==> src/rtl/elm_consts.svh <==
// Register offsets, field positions, reset values and timing counts for the
// electrode lead monitor. Assumes inclusion by bare name.
`ifndef ELM_CONSTS_SVH
`define ELM_CONSTS_SVH
// ==========================================================================
// Register byte addresses
`define ELM_IDX_STATUS 8'h01
`define ELM_IDX_CLK_CFG 8'h1A
`define ELM_IDX_ADC_THR_CTRL 8'h21
`define ELM_IDX_ADC_LO 8'h26
`define ELM_IDX_ADC_HI 8'h27
`define ELM_IDX_LOAD_LO 8'h41
`define ELM_IDX_LOAD_HI 8'h42
`define ELM_IDX_CC_CTRL 8'h50
`define ELM_IDX_CC_THR 8'h51
`define ELM_IDX_BIAS 8'h58
`define ELM_IDX_MUX 8'h60
`define ELM_IDX_IRQ_EN 8'h61
`define ELM_IDX_LIVE 8'h62
// ==========================================================================
// Field positions
`define ELM_BIT_OVER 6
`define ELM_BIT_UNDER 5
`define ELM_BIT_DRIVE_OUT_OF_RANGE_FLAG 4
`define ELM_BIT_DC_POS 1
`define ELM_BIT_DC_NEG 0
`define ELM_BIT_CLK_SEL 5
`define ELM_BIT_THR_EN 0
`define ELM_BIT_DC_EN 6
`define ELM_BIT_EXT_EN 5
`define ELM_BIT_DRV_EN 4
`define ELM_BIT_LOAD_EN 5
`define ELM_BIT_POS_BIAS 1
`define ELM_BIT_NEG_BIAS 0
// ==========================================================================
// Reset values
`define ELM_RST_BYTE 8'h00
`define ELM_RST_MUX 8'h1B
// ==========================================================================
// Persistence times in microseconds and clock rate in kHz
`define ELM_CLK_KHZ 25000
`define ELM_DC_T0_US 115000
`define ELM_DC_T1_US 140000
`define ELM_DRV_T0_US 125000
`define ELM_DRV_T1_US 128000
`define ELM_ADC_T_US 128000
`define ELM_US_TO_CYC(t) (((t) / 1000) * `ELM_CLK_KHZ)
`endif

==> src/rtl/elm_pkg.sv <==
// Types shared by the electrode lead monitor.
// Assumes no other package.
package elm_pkg;
  // ========================================================================
  // Electrode functions
  typedef enum logic [1:0] {
    ELM_FN_DRV_POS,
    ELM_FN_SENSE_POS,
    ELM_FN_SENSE_NEG,
    ELM_FN_DRV_NEG
  } elm_fn_t;
  // ========================================================================
  // Bus slave states
  typedef enum logic [0:0] {
    ELM_BUS_IDLE,
    ELM_BUS_DONE
  } elm_bus_t;
endpackage

==> src/rtl/elm_lead_monitor.sv <==
// Digital control and monitoring for a bioimpedance electrode multiplexer.
// Assumes comparator inputs are asynchronous; ADC samples are on clock_in.
// ==========================================================================
// Summary of operation
// [RL1] Each of four electrodes is routed to its programmed drive or sense function.
// [RL2] DC check enable turns on matched source and sink currents on sense inputs.
// [RL3] Three-bit field selects DC check current from 5nA to 100nA.
// [RL4] Comparators flag sense voltage above high or below low limit.
// [RL5] DC fault flag sets after unbroken violation over 115ms or 140ms.
// [RL6] Four-bit threshold field sets DC check comparator limits.
// [RL7] Software sets external check with DC enable; check then uses direct pins.
// [RL8] Drive monitor enable samples drive amplifier output against limits.
// [RL9] Drive below 0.27V or above supply minus 0.35V is out of range.
// [RL10] Drive flag sets after 125ms or 128ms, chosen by clock rate select.
// [RL11] Digital threshold monitor on ADC output is enabled by its control bit.
// [RL12] Eight-bit low and high ADC thresholds are held in two registers.
// [RL13] ADC beyond a threshold longer than 128ms sets over or under flag.
// [RL14] Two-bit field selects 50, 100 or 200 megohm sense bias.
// [RL15] Positive and negative sense bias enables act independently.
// [RL16] Low-ohm self-test load has a two-bit select and an enable.
// [RL17] High-ohm self-test load has a two-bit select and an enable.
// [RL18] Software never enables the low-power wake circuit during measurement.
// [RL19] Persistence timers restart whenever the violation clears early.
// [RL20] Fault flags hold until read and raise a request when enabled.
`timescale 1ns/1ps
`include "elm_consts.svh"
module elm_lead_monitor #(
  parameter int DC_T0_CYC = `ELM_US_TO_CYC(`ELM_DC_T0_US),
  parameter int DC_T1_CYC = `ELM_US_TO_CYC(`ELM_DC_T1_US),
  parameter int DRV_T0_CYC = `ELM_US_TO_CYC(`ELM_DRV_T0_US),
  parameter int DRV_T1_CYC = `ELM_US_TO_CYC(`ELM_DRV_T1_US),
  parameter int ADC_T_CYC = `ELM_US_TO_CYC(`ELM_ADC_T_US),
  parameter int ADC_W = 20
) (
  // Clock and reset
  input wire logic clock_in,
  input wire logic sys_rst_in,
  // Avalon-MM slave
  input wire logic [7:0] avs_address_in,
  input wire logic avs_read_in,
  input wire logic avs_write_in,
  input wire logic [31:0] avs_writedata_in,
  input wire logic [3:0] avs_byteenable_in,
  output logic [31:0] avs_readdata_out,
  output logic avs_waitrequest_out,
  // Analog comparator results
  input wire logic pos_sense_high_in,
  input wire logic pos_sense_low_in,
  input wire logic neg_sense_high_in,
  input wire logic neg_sense_low_in,
  input wire logic drive_low_in,
  input wire logic drive_high_in,
  // ADC samples
  input wire logic [ADC_W-1:0] adc_data_in,
  input wire logic adc_valid_in,
  // Analog controls
  output logic [7:0] electrode_function_out,
  output logic dc_contact_check_enable_out,
  output logic [2:0] contact_check_current_sel_out,
  output logic [3:0] contact_check_limit_out,
  output logic external_contact_check_enable_out,
  output logic drive_range_monitor_enable_out,
  output logic drive_sample_hold_out,
  output logic system_clock_rate_select_out,
  output logic [1:0] bias_resistance_select_out,
  output logic pos_sense_bias_enable_out,
  output logic neg_sense_bias_enable_out,
  output logic [1:0] low_ohm_load_select_out,
  output logic low_ohm_load_enable_out,
  output logic [1:0] high_ohm_load_select_out,
  output logic high_ohm_load_enable_out,
  // Fault request
  output logic fault_irq_out
);
  // ========================================================================
  // Input synchronisers
  logic [5:0] cmp_meta;
  logic [5:0] cmp_sync;
  logic [5:0] cmp_raw;
  assign cmp_raw = {drive_high_in, drive_low_in, neg_sense_low_in, neg_sense_high_in,
    pos_sense_low_in, pos_sense_high_in};
  always_ff @(posedge clock_in)
  begin
    if (sys_rst_in)
    begin
      cmp_meta <= 6'h00;
      cmp_sync <= 6'h00;
    end
    else
    begin
      cmp_meta <= cmp_raw;
      cmp_sync <= cmp_meta;
    end
  end

  // ========================================================================
  // Register state
  logic [7:0] mux_reg, clk_cfg, thr_ctrl, adc_lo, adc_hi, load_lo, load_hi;
  logic [7:0] cc_ctrl, cc_thr, bias, irq_en, status;
  logic [7:0] next_mux_reg, next_clk_cfg, next_thr_ctrl, next_adc_lo, next_adc_hi;
  logic [7:0] next_load_lo, next_load_hi, next_cc_ctrl, next_cc_thr, next_bias;
  logic [7:0] next_irq_en, next_status;
  logic [31:0] rdata, next_rdata;
  elm_pkg::elm_bus_t bus_st, next_bus_st;
  logic [7:0] wr_byte, rd_byte, live;
  logic wr_hit, rd_hit;
  logic [4:0] events;

  // ========================================================================
  // Persistence timers: one per flag
  logic [4:0] viol;
  logic [31:0] limit [5];
  logic [31:0] cnt [5];
  logic [31:0] next_cnt [5];
  logic adc_over_lvl, adc_under_lvl, next_over_lvl, next_under_lvl;
  logic [7:0] adc_top;
  assign adc_top = adc_data_in[ADC_W-1 -: 8];

  always_comb
  begin
    next_over_lvl = adc_over_lvl;
    next_under_lvl = adc_under_lvl;
    if (!thr_ctrl[`ELM_BIT_THR_EN])
    begin
      next_over_lvl = 1'b0;
      next_under_lvl = 1'b0;
    end
    else if (adc_valid_in)
    begin
      next_over_lvl = $signed(adc_top) > $signed(adc_hi); // [RL12]
      next_under_lvl = $signed(adc_top) < $signed(adc_lo); // [RL12]
    end
  end

  always_comb
  begin
    // Timer 0 positive sense, timer 1 negative sense
    viol[0] = cc_ctrl[`ELM_BIT_DC_EN] & (cmp_sync[0] | cmp_sync[1]); // [RL4]
    viol[1] = cc_ctrl[`ELM_BIT_DC_EN] & (cmp_sync[2] | cmp_sync[3]); // [RL4]
    viol[`ELM_BIT_DRIVE_OUT_OF_RANGE_FLAG - 2] = cc_ctrl[`ELM_BIT_DRV_EN] & (cmp_sync[4] | cmp_sync[5]); // [RL8] [RL9]
    viol[3] = adc_over_lvl; // [RL11]
    viol[4] = adc_under_lvl; // [RL11]
    limit[0] = clk_cfg[`ELM_BIT_CLK_SEL] ? 32'(DC_T1_CYC) : 32'(DC_T0_CYC); // [RL5]
    limit[1] = limit[0];
    limit[2] = clk_cfg[`ELM_BIT_CLK_SEL] ? 32'(DRV_T1_CYC) : 32'(DRV_T0_CYC); // [RL10]
    limit[3] = 32'(ADC_T_CYC); // [RL13]
    limit[4] = 32'(ADC_T_CYC);
  end

  genvar gi;
  generate
    for (gi = 0; gi < 5; gi++)
    begin : g_tmr
      always_comb
      begin
        if (!viol[gi])
          next_cnt[gi] = 32'h0000_0000; // [RL19]
        else if (cnt[gi] <= limit[gi])
          next_cnt[gi] = cnt[gi] + 32'h0000_0001;
        else
          next_cnt[gi] = cnt[gi];
      end
      always_ff @(posedge clock_in)
      begin
        if (sys_rst_in)
          cnt[gi] <= 32'h0000_0000;
        else
          cnt[gi] <= next_cnt[gi];
      end
      // Pulse once the violation has lasted longer than the interval
      assign events[gi] = viol[gi] && (cnt[gi] == limit[gi]); // [RL5] [RL10] [RL13]
    end
  endgenerate

  // ========================================================================
  // Bus decode
  always_comb
  begin
    wr_byte = avs_byteenable_in[0] ? avs_writedata_in[7:0] : 8'h00;
    wr_hit = avs_write_in && (bus_st == elm_pkg::ELM_BUS_IDLE) && avs_byteenable_in[0];
    rd_hit = avs_read_in && (bus_st == elm_pkg::ELM_BUS_IDLE);
    live = {3'h0, viol[4], viol[3], viol[2], viol[1], viol[0]};
    case (avs_address_in)
      `ELM_IDX_STATUS: rd_byte = status;
      `ELM_IDX_CLK_CFG: rd_byte = clk_cfg;
      `ELM_IDX_ADC_THR_CTRL: rd_byte = thr_ctrl;
      `ELM_IDX_ADC_LO: rd_byte = adc_lo;
      `ELM_IDX_ADC_HI: rd_byte = adc_hi;
      `ELM_IDX_LOAD_LO: rd_byte = load_lo;
      `ELM_IDX_LOAD_HI: rd_byte = load_hi;
      `ELM_IDX_CC_CTRL: rd_byte = cc_ctrl;
      `ELM_IDX_CC_THR: rd_byte = cc_thr;
      `ELM_IDX_BIAS: rd_byte = bias;
      `ELM_IDX_MUX: rd_byte = mux_reg;
      `ELM_IDX_IRQ_EN: rd_byte = irq_en;
      `ELM_IDX_LIVE: rd_byte = live;
      default: rd_byte = 8'h00;
    endcase
  end

  // ========================================================================
  // Register next values
  always_comb
  begin
    next_mux_reg = mux_reg;
    next_clk_cfg = clk_cfg;
    next_thr_ctrl = thr_ctrl;
    next_adc_lo = adc_lo;
    next_adc_hi = adc_hi;
    next_load_lo = load_lo;
    next_load_hi = load_hi;
    next_cc_ctrl = cc_ctrl;
    next_cc_thr = cc_thr;
    next_bias = bias;
    next_irq_en = irq_en;
    next_status = status;
    next_rdata = rdata;
    next_bus_st = elm_pkg::ELM_BUS_IDLE;
    if (rd_hit)
    begin
      next_rdata = {24'h00_0000, rd_byte};
      next_bus_st = elm_pkg::ELM_BUS_DONE;
      if (avs_address_in == `ELM_IDX_STATUS)
        next_status = 8'h00; // [RL20]
    end
    if (wr_hit)
    begin
      next_bus_st = elm_pkg::ELM_BUS_DONE;
      case (avs_address_in)
        `ELM_IDX_CLK_CFG: next_clk_cfg = wr_byte;
        `ELM_IDX_ADC_THR_CTRL: next_thr_ctrl = wr_byte; // [RL11]
        `ELM_IDX_ADC_LO: next_adc_lo = wr_byte; // [RL12]
        `ELM_IDX_ADC_HI: next_adc_hi = wr_byte; // [RL12]
        `ELM_IDX_LOAD_LO: next_load_lo = wr_byte; // [RL16]
        `ELM_IDX_LOAD_HI: next_load_hi = wr_byte; // [RL17]
        `ELM_IDX_CC_CTRL: next_cc_ctrl = wr_byte; // [RL2] [RL3] [RL8]
        `ELM_IDX_CC_THR: next_cc_thr = wr_byte; // [RL6]
        `ELM_IDX_BIAS: next_bias = wr_byte; // [RL14] [RL15]
        `ELM_IDX_MUX: next_mux_reg = wr_byte; // [RL1]
        `ELM_IDX_IRQ_EN: next_irq_en = wr_byte;
        default: next_bus_st = elm_pkg::ELM_BUS_DONE;
      endcase
    end
    else if (avs_write_in && bus_st == elm_pkg::ELM_BUS_IDLE)
      next_bus_st = elm_pkg::ELM_BUS_DONE;
    // Set wins over read clear
    if (events[0])
      next_status[`ELM_BIT_DC_POS] = 1'b1; // [RL5]
    if (events[1])
      next_status[`ELM_BIT_DC_NEG] = 1'b1; // [RL5]
    if (events[2])
      next_status[`ELM_BIT_DRIVE_OUT_OF_RANGE_FLAG] = 1'b1; // [RL10]
    if (events[3])
      next_status[`ELM_BIT_OVER] = 1'b1; // [RL13]
    if (events[4])
      next_status[`ELM_BIT_UNDER] = 1'b1; // [RL13]
  end

  always_ff @(posedge clock_in)
  begin
    if (sys_rst_in)
    begin
      mux_reg <= `ELM_RST_MUX;
      clk_cfg <= `ELM_RST_BYTE;
      thr_ctrl <= `ELM_RST_BYTE;
      adc_lo <= `ELM_RST_BYTE;
      adc_hi <= `ELM_RST_BYTE;
      load_lo <= `ELM_RST_BYTE;
      load_hi <= `ELM_RST_BYTE;
      cc_ctrl <= `ELM_RST_BYTE;
      cc_thr <= `ELM_RST_BYTE;
      bias <= `ELM_RST_BYTE;
      irq_en <= `ELM_RST_BYTE;
      status <= `ELM_RST_BYTE;
      rdata <= 32'h0000_0000;
      bus_st <= elm_pkg::ELM_BUS_IDLE;
      adc_over_lvl <= 1'b0;
      adc_under_lvl <= 1'b0;
    end
    else
    begin
      mux_reg <= next_mux_reg;
      clk_cfg <= next_clk_cfg;
      thr_ctrl <= next_thr_ctrl;
      adc_lo <= next_adc_lo;
      adc_hi <= next_adc_hi;
      load_lo <= next_load_lo;
      load_hi <= next_load_hi;
      cc_ctrl <= next_cc_ctrl;
      cc_thr <= next_cc_thr;
      bias <= next_bias;
      irq_en <= next_irq_en;
      status <= next_status;
      rdata <= next_rdata;
      bus_st <= next_bus_st;
      adc_over_lvl <= next_over_lvl;
      adc_under_lvl <= next_under_lvl;
    end
  end

  // ========================================================================
  // Registered outputs
  always_ff @(posedge clock_in)
  begin
    if (sys_rst_in)
    begin
      avs_waitrequest_out <= 1'b1;
      avs_readdata_out <= 32'h0000_0000;
      electrode_function_out <= `ELM_RST_MUX;
      dc_contact_check_enable_out <= 1'b0;
      contact_check_current_sel_out <= 3'h0;
      contact_check_limit_out <= 4'h0;
      external_contact_check_enable_out <= 1'b0;
      drive_range_monitor_enable_out <= 1'b0;
      drive_sample_hold_out <= 1'b0;
      system_clock_rate_select_out <= 1'b0;
      bias_resistance_select_out <= 2'h0;
      pos_sense_bias_enable_out <= 1'b0;
      neg_sense_bias_enable_out <= 1'b0;
      low_ohm_load_select_out <= 2'h0;
      low_ohm_load_enable_out <= 1'b0;
      high_ohm_load_select_out <= 2'h0;
      high_ohm_load_enable_out <= 1'b0;
      fault_irq_out <= 1'b0;
    end
    else
    begin
      // Low in the cycle the answer is ready
      avs_waitrequest_out <= !(next_bus_st == elm_pkg::ELM_BUS_DONE);
      avs_readdata_out <= next_rdata;
      electrode_function_out <= next_mux_reg; // [RL1]
      dc_contact_check_enable_out <= next_cc_ctrl[`ELM_BIT_DC_EN]; // [RL2]
      contact_check_current_sel_out <= next_cc_ctrl[2:0]; // [RL3]
      contact_check_limit_out <= next_cc_thr[3:0]; // [RL6]
      // External check only meaningful with the DC check on
      external_contact_check_enable_out <= next_cc_ctrl[`ELM_BIT_EXT_EN] & next_cc_ctrl[`ELM_BIT_DC_EN]; // [RL7]
      drive_range_monitor_enable_out <= next_cc_ctrl[`ELM_BIT_DRV_EN]; // [RL8]
      drive_sample_hold_out <= next_cc_ctrl[`ELM_BIT_DRV_EN]; // [RL8]
      system_clock_rate_select_out <= next_clk_cfg[`ELM_BIT_CLK_SEL];
      bias_resistance_select_out <= next_bias[3:2]; // [RL14]
      pos_sense_bias_enable_out <= next_bias[`ELM_BIT_POS_BIAS]; // [RL15]
      neg_sense_bias_enable_out <= next_bias[`ELM_BIT_NEG_BIAS]; // [RL15]
      low_ohm_load_select_out <= next_load_lo[7:6]; // [RL16]
      low_ohm_load_enable_out <= next_load_lo[`ELM_BIT_LOAD_EN]; // [RL16]
      high_ohm_load_select_out <= next_load_hi[7:6]; // [RL17]
      high_ohm_load_enable_out <= next_load_hi[`ELM_BIT_LOAD_EN]; // [RL17]
      fault_irq_out <= |(next_status & next_irq_en); // [RL20]
    end
  end
endmodule

==> config.mk <==
export PLATFORM = sky130hd
export DESIGN_NAME = elm_lead_monitor
export DESIGN_NICKNAME = d
export VERILOG_FILES = /design/src/rtl/elm_pkg.sv /design/src/rtl/elm_lead_monitor.sv
export VERILOG_INCLUDE_DIRS = /design/src /design/src/rtl
export SDC_FILE = /design/constraint.sdc
export NUM_CORES = 1
export LEC_CHECK = 0
export BUFFER_PORTS_ARGS = -buffer_cell sky130_fd_sc_hd__buf_4
export CAP_MARGIN = 20
export CORE_MARGIN = 5
export CORE_UTILIZATION = 54
export CTS_CLUSTER_DIAMETER = 30
export DETAILED_ROUTE_END_ITERATION = 10
export PLACE_DENSITY = 0.79
export SYNTH_ARGS = -nofsm -noshare
export SYNTH_HDL_FRONTEND = slang
export SYNTH_SLANG_ARGS = --single-unit
export TNS_END_PERCENT = 50
==> constraint.sdc <==
create_clock -name clock_in -period 3.1 [get_ports clock_in]
set_input_delay 0.465 -clock clock_in [delete_from_list [all_inputs] [get_ports clock_in]]
set_output_delay 0.465 -clock clock_in [all_outputs]
set_load 0.01 [all_outputs]
==> results of run 1 <==
==> flip-flops by register name, indices dropped and copies added, names as in the netlist, 6 cells and up <==
signal and cells:
load_lo 8, bias 8, status 8, avs_readdata_out 8, cmp_sync 6, cmp_meta 6, load_hi 8, irq_en 8
thr_ctrl 8, adc_lo 8, cc_thr 8, clk_cfg 8, cc_ctrl 8, adc_hi 8, electrode_function_out 8, cnt 160
==> worst max path at each step <==
stage	from	end	cells after the start	slack, ns
global placement	clk_cfg[5]	cnt[2][7]	11	0.26
floorplan	clk_cfg[5]	cnt[2][10]	10	0.10
finish	clk_cfg[5]	cnt[2][11]	10	0.21
CTS	clk_cfg[5]	cnt[2][11]	11	0.02
detailed placement	clk_cfg[5]	cnt[2][7]	11	0.17
global route	clk_cfg[5]	cnt[1][10]	10	0.08
==> cell type report <==
cell class / count / area [µm²]
timing repair buffer: 111 / 833
multi-input combinational: 1184 / 7170
inverter: 52 / 195
clock inverter: 23 / 324
tap: 324 / 405
fill: 1947 / 8470
sequential: 282 / 5650
clock buffer: 66 / 1420
==> kinds of logic (layout without fill, tap and decap cells) <==
| family | Yosys count | after routing |
|---|---|---|
| AOI/OAI and AO/OA | 324 | 324 |
| xor gates and xnor gates | 45 | 45 |
| adders and majority gates | 61 | 61 |
| buffers and inverters | 170 | 252 |
| DFF | 282 | 282 |
| muxes | 19 | 19 |
| other | 1 | 24 |
| and+or+nand+nor | 711 | 711 |
==> cell usage in the layout (no fill, tap or decap), types with 52 or more instances in the layout <==
cell	count
nand2_1	202
nor2_1	112
nand3_1	90
buf_4	111
dfxtp_1	281
and2_1	53
a21oi_1	142
ha_1	61
inv_1	52
==> cells in the mapped netlist (3+ instances only) <==
cell	instances
nor2b_1	29
nor2_1	112
a22o_1	5
mux2i_1	17
nand4_1	37
a211oi_1	6
a2bb2oi_1	3
o22ai_1	4
clkbuf_1	75
buf_1	3
nor4bb_1	3
o21a_1	5
xnor2_1	15
a2111oi_0	4
o211ai_1	13
nor3_1	11
and4_1	14
a31oi_1	10
a41oi_1	7
nand3_1	90
nand2b_1	15
o21ai_0	51
or3_1	32
or4_1	28
a22oi_1	17
ha_1	61
dfxtp_1	282
nor4b_1	4
a222oi_1	6
and3_1	40
buf_4	38
nor4_1	18
xor2_1	30
o21bai_1	3
nand2_1	202
and2_1	53
a21o_1	10
a21oi_1	142
o31ai_1	16
nand3b_1	6
a221oi_1	4
inv_1	52
==> layer usage <==
metal | vias to the layer above | track usage
li1 | 5846 | -
met1 | 5565 | 0.318
met2 | 495 | 0.388
met3 | 123 | 0.0495
met4 | 0 | 0.108
met5 | - | 0
==> where the power goes <==
group | leakage (nW) | total (mW) | switching (mW) | internal [mW]
Clock | 0.853 | 5.58 | 1.79 | 3.79
Sequential | 2.27 | 3.65 | 0.00343 | 3.64
Combinational | 2.86 | 0.213 | 0.144 | 0.0685
==> stage by stage <==
stage / utilization / area (µm²)
after global routing: 0.654 / 16000
after global placement: 0.582 / 14200
after detailed placement: 0.582 / 14200
after CTS: 0.653 / 16000
after floorplan: - / 13600
final: 0.654 / 16000
==> repair_timing <==
item | in CTS | in global routing
resized for setup | 0 | 4
hold buffers | 0 | 0
setup endpoints to repair | 0 | 15
==> qor.csv, run 1 <==
stage;metric;value;unit
drt;DR WL met3;3000;µm
clock_network;Clk Latency, worst-skew pair;0.54;ns
clock_network;clock buffer depth;3;
floorplan;I/O pin total;139;
logic_synthesis;Post-Synth XOR/XNOR Area;0.0292;
drt;Met2 Routed Length;16000;µm
critical_path;WP data required;3.55;ns
grt;initial antenna violation count;0;
drt;drt drc;0;
sta;Fmax;346;MHz
clock_network;TritonCTS Buffers;50;
sta;final total negative setup slack;0;ns
grt;pin count of the biggest net entering global routing;52;
layout;Nets;1817;
logic_synthesis;register area share after synthesis;0.418;
logic_synthesis;largest family of logic cells by synthesized area;simple AND/OR/NAND/NOR gates;
critical_path;cells along the critical path;buf_4 -> ha_1 -> and4_1 -> nand3_1 -> o21ai_0 -> nor3_2 -> o2111ai_2 -> buf_4 -> or3_1 -> a21oi_1;
pwr;power density over cell area;590;mW/mm²
drt;total wire length;35100;µm
pwr;total chip power;9.44;mW
logic_synthesis;simple-gate share of the synthesized area;0.274;
grt;all-layer global routing usage;0.243;
outcome;outcome;complete, no violations;
floorplan;num rows;57;
logic_synthesis;EDFF count, synth;0;
logic_synthesis;Netlist Area Pre-Place;0.0135;mm²
grt;global route overflow;0;
sta;unrepaired setup endpoints after global routing;false;
floorplan;Die Ht;168;µm
drt;Post-DRT Antenna Nets;0;
critical_path;Max FO, Critical Path;14;
sta;Max Slew Vio Count;0;
drt;WL/cell;17.2;µm
critical_path;WP buf/inv;2;
critical_path;CP max stage delay;0.42;ns
logic_synthesis;Cells after Synth;1613;
critical_path;Crit-path slowest cell;nor3_2;
critical_path;kind of critical path;reg2reg;
logic_synthesis;Distinct cells, synth;71;
grt;vias in the first global route;11700;
sta;min Tclk post-route;2.89;ns
critical_path;r2r startpoint;clk_cfg[5];
logic_synthesis;ys async rst share;0;
hold_path;HP Start;drive_low_in;
sta;Setup violations, final;0;
sta;actual slew at the worst max-slew pin;1.00;ns
layout;post-route insts no fill;2042;
pwr;LEAKAGE;5.98;nW
critical_path;R2R depth;10;
logic_synthesis;top cell type's share of synthesized area;0.418;
sta;final setup margin;0.213;ns
pwr;peak supply drop;479;µV
sta;Slew HR;0.325;
floorplan;Die W;168;µm
sta;period utilization;0.931;
logic_synthesis;Syn Area/Cell;8.37;µm²
clock_network;root buffer cell;clkbuf_16;
critical_path;Worst setup EP type;register;
logic_synthesis;ranking of synthesized cells by area;dfxtp_1, ha_1, nand2_1, a21oi_1, nand3_1;
grt;first-pass GRT wire length;58100;µm
clock_network;buffer count from post-CTS setup fixing;0;
drt;Highest Signal Layer;met4;
sta;Final Hold Vio Count;0;
critical_path;most used cell, CP;buf_4;
logic_synthesis;Top FF cell, synth;dfxtp_1;
logic_synthesis;Ys Warns;0;
hold_path;hold crit path type;in2reg;
drt;DRT Pass-1 Iters;6;
clock_network;clock sinks;282;
logic_synthesis;mux share of post-synthesis cell area;0.0143;
drt;initial DRC count;1195;
clock_network;Clock Pin Slew Worst Setup and Hold Paths;0.05;ns
critical_path;R2R setup slack;0.21;ns
placement;Inst Count DP;1953;
critical_path;startpoint types;register;
logic_synthesis;Synth Area in Adders;0.0565;
floorplan;Core ar.;0.0245;mm²
placement;IO buf count;75;
logic_synthesis;Synth Area in Compound Gates;0.149;
hold_path;worst hold path stage count;2;
floorplan;die area;0.0283;mm²
critical_path;Top delay family on crit path;simple AND/OR/NAND/NOR gates;
drt;Met1 Wirelength;14600;µm
layout;Layout area overhead;18.5;%
logic_synthesis;area leader, netlist;dfxtp_1;
critical_path;WP data arrival;3.34;ns
drt;vias per inst;5.89;
placement;DP Wirelength;24000;µm
hold_path;hold path endpoint;cmp_meta[4];
floorplan;initial core utilization;0.552;
flow_run;Max-Cap Viols;0;
layout;layout cells sized above 1;0.126;
sta;Final Skew;0.0153;ns
critical_path;Reg2Reg Capture Point;cnt[2][11];
sta;Min Hold Slack;0.150;ns
layout;Antenna Cells;0;
clock_network;H-tree lvl count;2;
logic_synthesis;Synth Register Bits;282;
drt;DR vias;12000;
placement;RePlAce Congestion;0.908;
placement;Setup WS pre-CTS;0.171;ns
clock_network;CTS tree;built;
Note: power is estimated with default switching activity, not from simulation.
==> inputs of run 2 (changes only) <==
--- a/config.mk
+++ b/config.mk
@@ -9,10 +9,9 @@
 export BUFFER_PORTS_ARGS = -buffer_cell sky130_fd_sc_hd__buf_4
 export CAP_MARGIN = 20
 export CORE_MARGIN = 5
-export CORE_UTILIZATION = 54
-export CTS_CLUSTER_DIAMETER = 30
+export CORE_UTILIZATION = 55
 export DETAILED_ROUTE_END_ITERATION = 10
-export PLACE_DENSITY = 0.79
+export PLACE_DENSITY = 0.77
 export SYNTH_ARGS = -nofsm -noshare
 export SYNTH_HDL_FRONTEND = slang
 export SYNTH_SLANG_ARGS = --single-unit
==> constraint.sdc (replaced) <==
create_clock -name clock_in -period 2.7 [get_ports clock_in]
set_input_delay 0.405 -clock clock_in [delete_from_list [all_inputs] [get_ports clock_in]]
set_output_delay 0.405 -clock clock_in [all_outputs]
set_load 0.01 [all_outputs]
==> qor.csv, run 2 (synthesized netlist as in run 1, its figures left out) <==
stage;metric;value;unit
outcome;outcome;finished with violations;
outcome;failing checks;design-rule violations, negative setup slack;
sta;unrepaired setup endpoints after global routing;true;
pwr;LEAKAGE;5.97;nW
flow_run;Max-Cap Viols;0;
critical_path;R2R setup slack;-0.20;ns
placement;IO buf count;75;
layout;number of flip-flops in the largest register;160;
drt;vias per inst;5.97;
floorplan;die area;0.0278;mm²
layout;Nets;1844;
grt;met2 usage;0.397;
critical_path;WP depth;9;
sta;Slew HR;0.392;
floorplan;initial core utilization;0.557;
critical_path;WP data arrival;3.37;ns
critical_path;r2r startpoint;clk_cfg[5];
critical_path;Crit-path slowest cell;or4_4;
sta;period utilization;1.08;
placement;DP Wirelength;24500;µm
critical_path;Top delay family on crit path;simple AND/OR/NAND/NOR gates;
placement;Inst Count DP;1981;
grt;vias in the first global route;11600;
layout;Final Util;0.664;
drt;DRT Pass-1 Iters;10;
grt;met3 Track Usage GR;0.0344;
layout;most common cell after layout, fill and taps aside;dfxtp_1;
critical_path;R2R depth;9;
clock_network;H-tree lvl count;1;
sta;Max Slew Vio Count;0;
layout;post-route insts no fill;2056;
critical_path;WP data required;3.17;ns
grt;initial antenna violation count;0;
critical_path;cells along the critical path;clkinvlp_4 -> buf_4 -> ha_1 -> nand4_1 -> or4_4 -> nor4_4 -> a21oi_4 -> or4_1 -> a21oi_1;
layout;Antenna Cells;0;
pwr;internal power;6.72;mW
clock_network;clock buffer depth;3;
sta;Final Skew;0.0217;ns
grt;met1 usage;0.334;
clock_network;CTS tree;built;
sta;Final Hold Vio Count;0;
critical_path;WP buf/inv;2;
hold_path;HP Start;adc_valid_in;
layout;layout cells sized above 1;0.166;
clock_network;Clock Pin Slew Worst Setup and Hold Paths;0.06;ns
layout;most frequent cells in the layout;dfxtp_1, nand2_1, buf_4;
pwr;Clk network pwr share;0.486;
drt;initial DRC count;1173;
sta;min Tclk post-route;2.90;ns
clock_network;Hold-fix buffers, CTS;0;
pwr;peak supply drop;489;µV
grt;global route overflow;0;
drt;WL/cell;17.8;µm
clock_network;clock sinks;282;
clock_network;Clk Latency, worst-skew pair;0.56;ns
floorplan;Core ar.;0.0242;mm²
critical_path;CP max stage delay;0.58;ns
pwr;Sw Ratio;0.219;
sta;final setup margin;-0.203;ns
drt;drt drc;2;
hold_path;hold path endpoint;adc_under_lvl;
drt;Post-DRT Antenna Nets;0;
layout;Layout area overhead;19.3;%
clock_network;TritonCTS Buffers;30;
grt;all-layer global routing usage;0.244;
critical_path;Reg2Reg Capture Point;cnt[1][8];
critical_path;kind of critical path;reg2reg;
critical_path;Max FO, Critical Path;6;
critical_path;startpoint types;register;
sta;Min Hold Slack;0.0565;ns
floorplan;num rows;57;
hold_path;hold crit path type;in2reg;
clock_network;root buffer cell;clkbuf_16;
pwr;power density over cell area;535;mW/mm²
critical_path;Worst setup EP type;register;
drt;DR vias;12300;
grt;first-pass GRT wire length;58000;µm
floorplan;Die W;167;µm
floorplan;Die Ht;167;µm
layout;fill count;1965;
drt;total wire length;36600;µm
sta;Fmax;345;MHz
grt;Top Usage Layer GRT;met2;
layout;Largest Register;cnt;
sta;Setup violations, final;35;
hold_path;worst hold path stage count;2;
pwr;sequential power share;0.485;
pwr;NetSw;1.89;mW
placement;RePlAce Congestion;0.968;
grt;pin count of the biggest net entering global routing;62;
sta;actual slew at the worst max-slew pin;0.903;ns
floorplan;I/O pin total;139;
pwr;Logic pwr share;0.029;
## run 2: cell types whose count changed in the layout (fill, tap and decap cells not counted), moves of 5 or more
cell and change:
ha_1 -6, bufinv_16 -5, a21oi_1 -11, clkbuf_16 -20
or4_4 +6, a21oi_2 +11, o21ai_0 -8, ha_4 +6
or4_1 -6, buf_4 +34, buf_6 +8, o21ai_1 +5
## run 2: power by group through the flow
stage	clock network, mW	registers (mW)	logic [mW]
after global placement	0	4.27	0.237
after floorplan	0	4.27	0.160
after CTS	4.24	4.17	0.242
final	4.18	4.18	0.248
after detailed placement	0	4.27	0.241
after global routing	4.44	4.17	0.268
## run 2: worst max-delay path by stage
stage / slack, ns / from / endpoint
6_report: -0.20 / clk_cfg[5] / cnt[1][8]
5_1_grt: -0.29 / clk_cfg[5] / cnt[2][19]
4_1_cts: -0.009 / clk_cfg[5] / cnt[1][17]
3_5_place_dp: -0.09 / clk_cfg[5] / cnt[2][16]
3_3_place_gp: -0.03 / clk_cfg[5] / cnt[2][14]
2_1_floorplan: -0.03 / clk_cfg[5] / cnt[1][3]
## run 2: metrics by stage
stage	setup TNS, ns	instance area, µm²	power, mW	worst slack [ns]
floorplan	-0.0630	13600	4.43	-0.0315
global placement	-0.117	14500	4.50	-0.0270
detailed placement	-0.775	14500	4.51	-0.0932
CTS	-0.0172	15600	8.66	-0.00918
global route	-8.64	16100	8.88	-0.289
finish	-2.13	16100	8.61	-0.203
## run 2: timing repair
action / CTS / global route
pin swaps: 6 / 28
setup buffers: 3 / 13
resized for setup: 11 / 70
setup endpoints to repair: 33 / 59
gates cloned: 0 / 3
## run 2: area by class of cell
type | count | area (µm²) | area share
repair buffers | 157 | 1240 | 0.0773
multi-input cells | 1185 | 7580 | 0.471
clock buffers | 42 | 877 | 0.0545
inverters | 52 | 199 | 0.0124
clock inverters | 14 | 144 | 0.00894
flip-flops and latches | 282 | 5650 | 0.351
well taps | 324 | 405 | 0.0252
## run 2: worst register-to-register path: stages (launching register included)
cell and delay, ns:
dfxtp_4 0.38, clkinvlp_4 0.17, buf_4 0.18, ha_1 0.28
nand4_1 0.14, or4_4 0.58, nor4_4 0.31, a21oi_4 0.10
or4_1 0.50, a21oi_1 0.17
## run 2: layer usage
metal  part of all wire  vias up
met4              0.042        0
met3              0.067      136
li1                   -     5886
met5                  0        -
met2               0.46      437
met1               0.43     5821
==> inputs of run 3 (changes only) <==
--- a/config.mk
+++ b/config.mk
@@ -8,7 +8,7 @@
 export LEC_CHECK = 0
 export BUFFER_PORTS_ARGS = -buffer_cell sky130_fd_sc_hd__buf_4
 export CAP_MARGIN = 20
-export CORE_MARGIN = 5
+export CORE_MARGIN = 2
 export CORE_UTILIZATION = 55
 export DETAILED_ROUTE_END_ITERATION = 10
 export PLACE_DENSITY = 0.77
==> qor.csv, run 3 (synthesized netlist as in run 1, its figures left out) <==
stage;metric;value;unit
sta;Min Hold Slack;0.0419;ns
flow_run;Max-Cap Viols;0;
sta;final setup margin;-0.0554;ns
critical_path;startpoint types;register;
layout;Antenna Cells;0;
grt;first-pass GRT wire length;56600;µm
grt;vias in the first global route;11300;
drt;total wire length;35300;µm
layout;Final Util;0.657;
clock_network;H-tree lvl count;1;
sta;actual slew at the worst max-slew pin;0.821;ns
layout;area taken by flip-flops and latches;0.00565;mm²
sta;final total negative setup slack;-0.102;ns
layout;post-route insts no fill;2043;
sta;Slew HR;0.453;
drt;DR vias;12200;
layout;most common cell after layout, fill and taps aside;dfxtp_1;
clock_network;Clk Latency, worst-skew pair;0.58;ns
floorplan;I/O pin total;139;
drt;vias per inst;5.95;
drt;initial DRC count;992;
floorplan;initial core utilization;0.558;
floorplan;num rows;57;
placement;Setup WS pre-CTS;-0.0956;ns
layout;number of flip-flops in the largest register;160;
drt;DRT Pass-1 Iters;6;
sta;period utilization;1.02;
hold_path;hold crit path type;in2reg;
sta;Setup violations, final;5;
placement;DP Wirelength;24000;µm
floorplan;Die W;161;µm
layout;Nets;1834;
clock_network;clock sinks;282;
sta;min Tclk post-route;2.76;ns
clock_network;clock buffer depth;3;
sta;Final Hold Vio Count;0;
critical_path;WP data required;3.19;ns
sta;Final Skew;0.0240;ns
sta;unrepaired setup endpoints after global routing;true;
sta;Max Slew Vio Count;0;
drt;drt drc;0;
grt;global route overflow;0;
hold_path;HP Start;adc_valid_in;
outcome;failing checks;negative setup slack;
critical_path;r2r startpoint;clk_cfg[5];
hold_path;hold path endpoint;adc_under_lvl;
critical_path;WP data arrival;3.24;ns
layout;multi-input logic area;0.00740;mm²
critical_path;Max FO, Critical Path;16;
grt;pin count of the biggest net entering global routing;61;
placement;Cell Area, Placed;0.0145;mm²
layout;Final Cell Area;0.0159;mm²
layout;Layout area overhead;17.6;%
sta;Fmax;363;MHz
floorplan;die area;0.0258;mm²
pwr;power density over cell area;548;mW/mm²
hold_path;worst hold path stage count;2;
floorplan;Die Ht;161;µm
clock_network;root buffer cell;clkbuf_16;
layout;fill count;1964;
layout;Largest Register;cnt;
critical_path;R2R depth;9;
critical_path;Reg2Reg Capture Point;cnt[1][8];
placement;RePlAce Congestion;0.918;
pwr;LEAKAGE;5.89;nW
critical_path;Worst setup EP type;register;
clock_network;CTS tree;built;
critical_path;R2R setup slack;-0.06;ns
placement;IO buf count;75;
outcome;outcome;finished with violations;
layout;most frequent cells in the layout;dfxtp_1, nand2_1, a21oi_1;
drt;WL/cell;17.3;µm
grt;all-layer global routing usage;0.264;
pwr;total chip power;8.70;mW
floorplan;Core ar.;0.0242;mm²
critical_path;kind of critical path;reg2reg;
pwr;peak supply drop;494;µV
drt;Post-DRT Antenna Nets;0;
clock_network;TritonCTS Buffers;30;
clock_network;Clock Pin Slew Worst Setup and Hold Paths;0.06;ns
placement;Inst Count DP;1981;
grt;initial antenna violation count;0;
layout;layout cells sized above 1;0.150;
## run 3: final cells by class
| class | instances | area share |
|---|---|---|
| multi-input combinational | 1184 | 0.466 |
| inverter | 52 | 0.0125 |
| timing repair buffer | 148 | 0.0745 |
| clock inverter | 14 | 0.0114 |
| clock buffer | 39 | 0.0539 |
| sequential | 282 | 0.356 |
| tap | 324 | 0.0255 |
## run 3: worst max-delay path by stage
stage,to,startpoint,depth (start not counted)
after detailed placement,cnt[0][0],clk_cfg[5],10
after floorplan,cnt[1][3],clk_cfg[5],9
after CTS,cnt[1][17],clk_cfg[5],12
final,cnt[1][8],clk_cfg[5],9
after global routing,cnt[1][8],clk_cfg[5],9
after global placement,cnt[0][22],clk_cfg[5],10
## run 3: worst max-delay path, stage by stage (launching register included)
cell        delay (ns)
dfxtp_4           0.37
clkinvlp_4        0.09
buf_12            0.17
ha_1              0.28
nand4_1           0.17
or4_4             0.59
nor4_4            0.23
a21oi_4           0.10
or4_1             0.49
a21oi_1           0.17
## run 3: routing by layer
layer,GRT usage,share of wire
met3,0.0408,0.071
met5,0,0
met4,0.0958,0.036
met1,0.353,0.43
met2,0.434,0.47
## run 3: power breakdown
part           total [mW]  leakage (nW)  internal [mW]  switching [mW]
Combinational       0.250          3.11         0.0845           0.165
Sequential           4.18          2.27           4.17         0.00534
Clock                4.27         0.504           2.52            1.75
Total                8.70          5.89           6.78            1.92
## run 3: timing repair
item | 4_1_cts | 5_1_grt
endpoints found under the setup margin | 20 | 60
resized for setup | 8 | 43
setup buffers | 0 | 7
gates cloned | 0 | 2
pin swaps | 0 | 25
hold buffers | 0 | 0
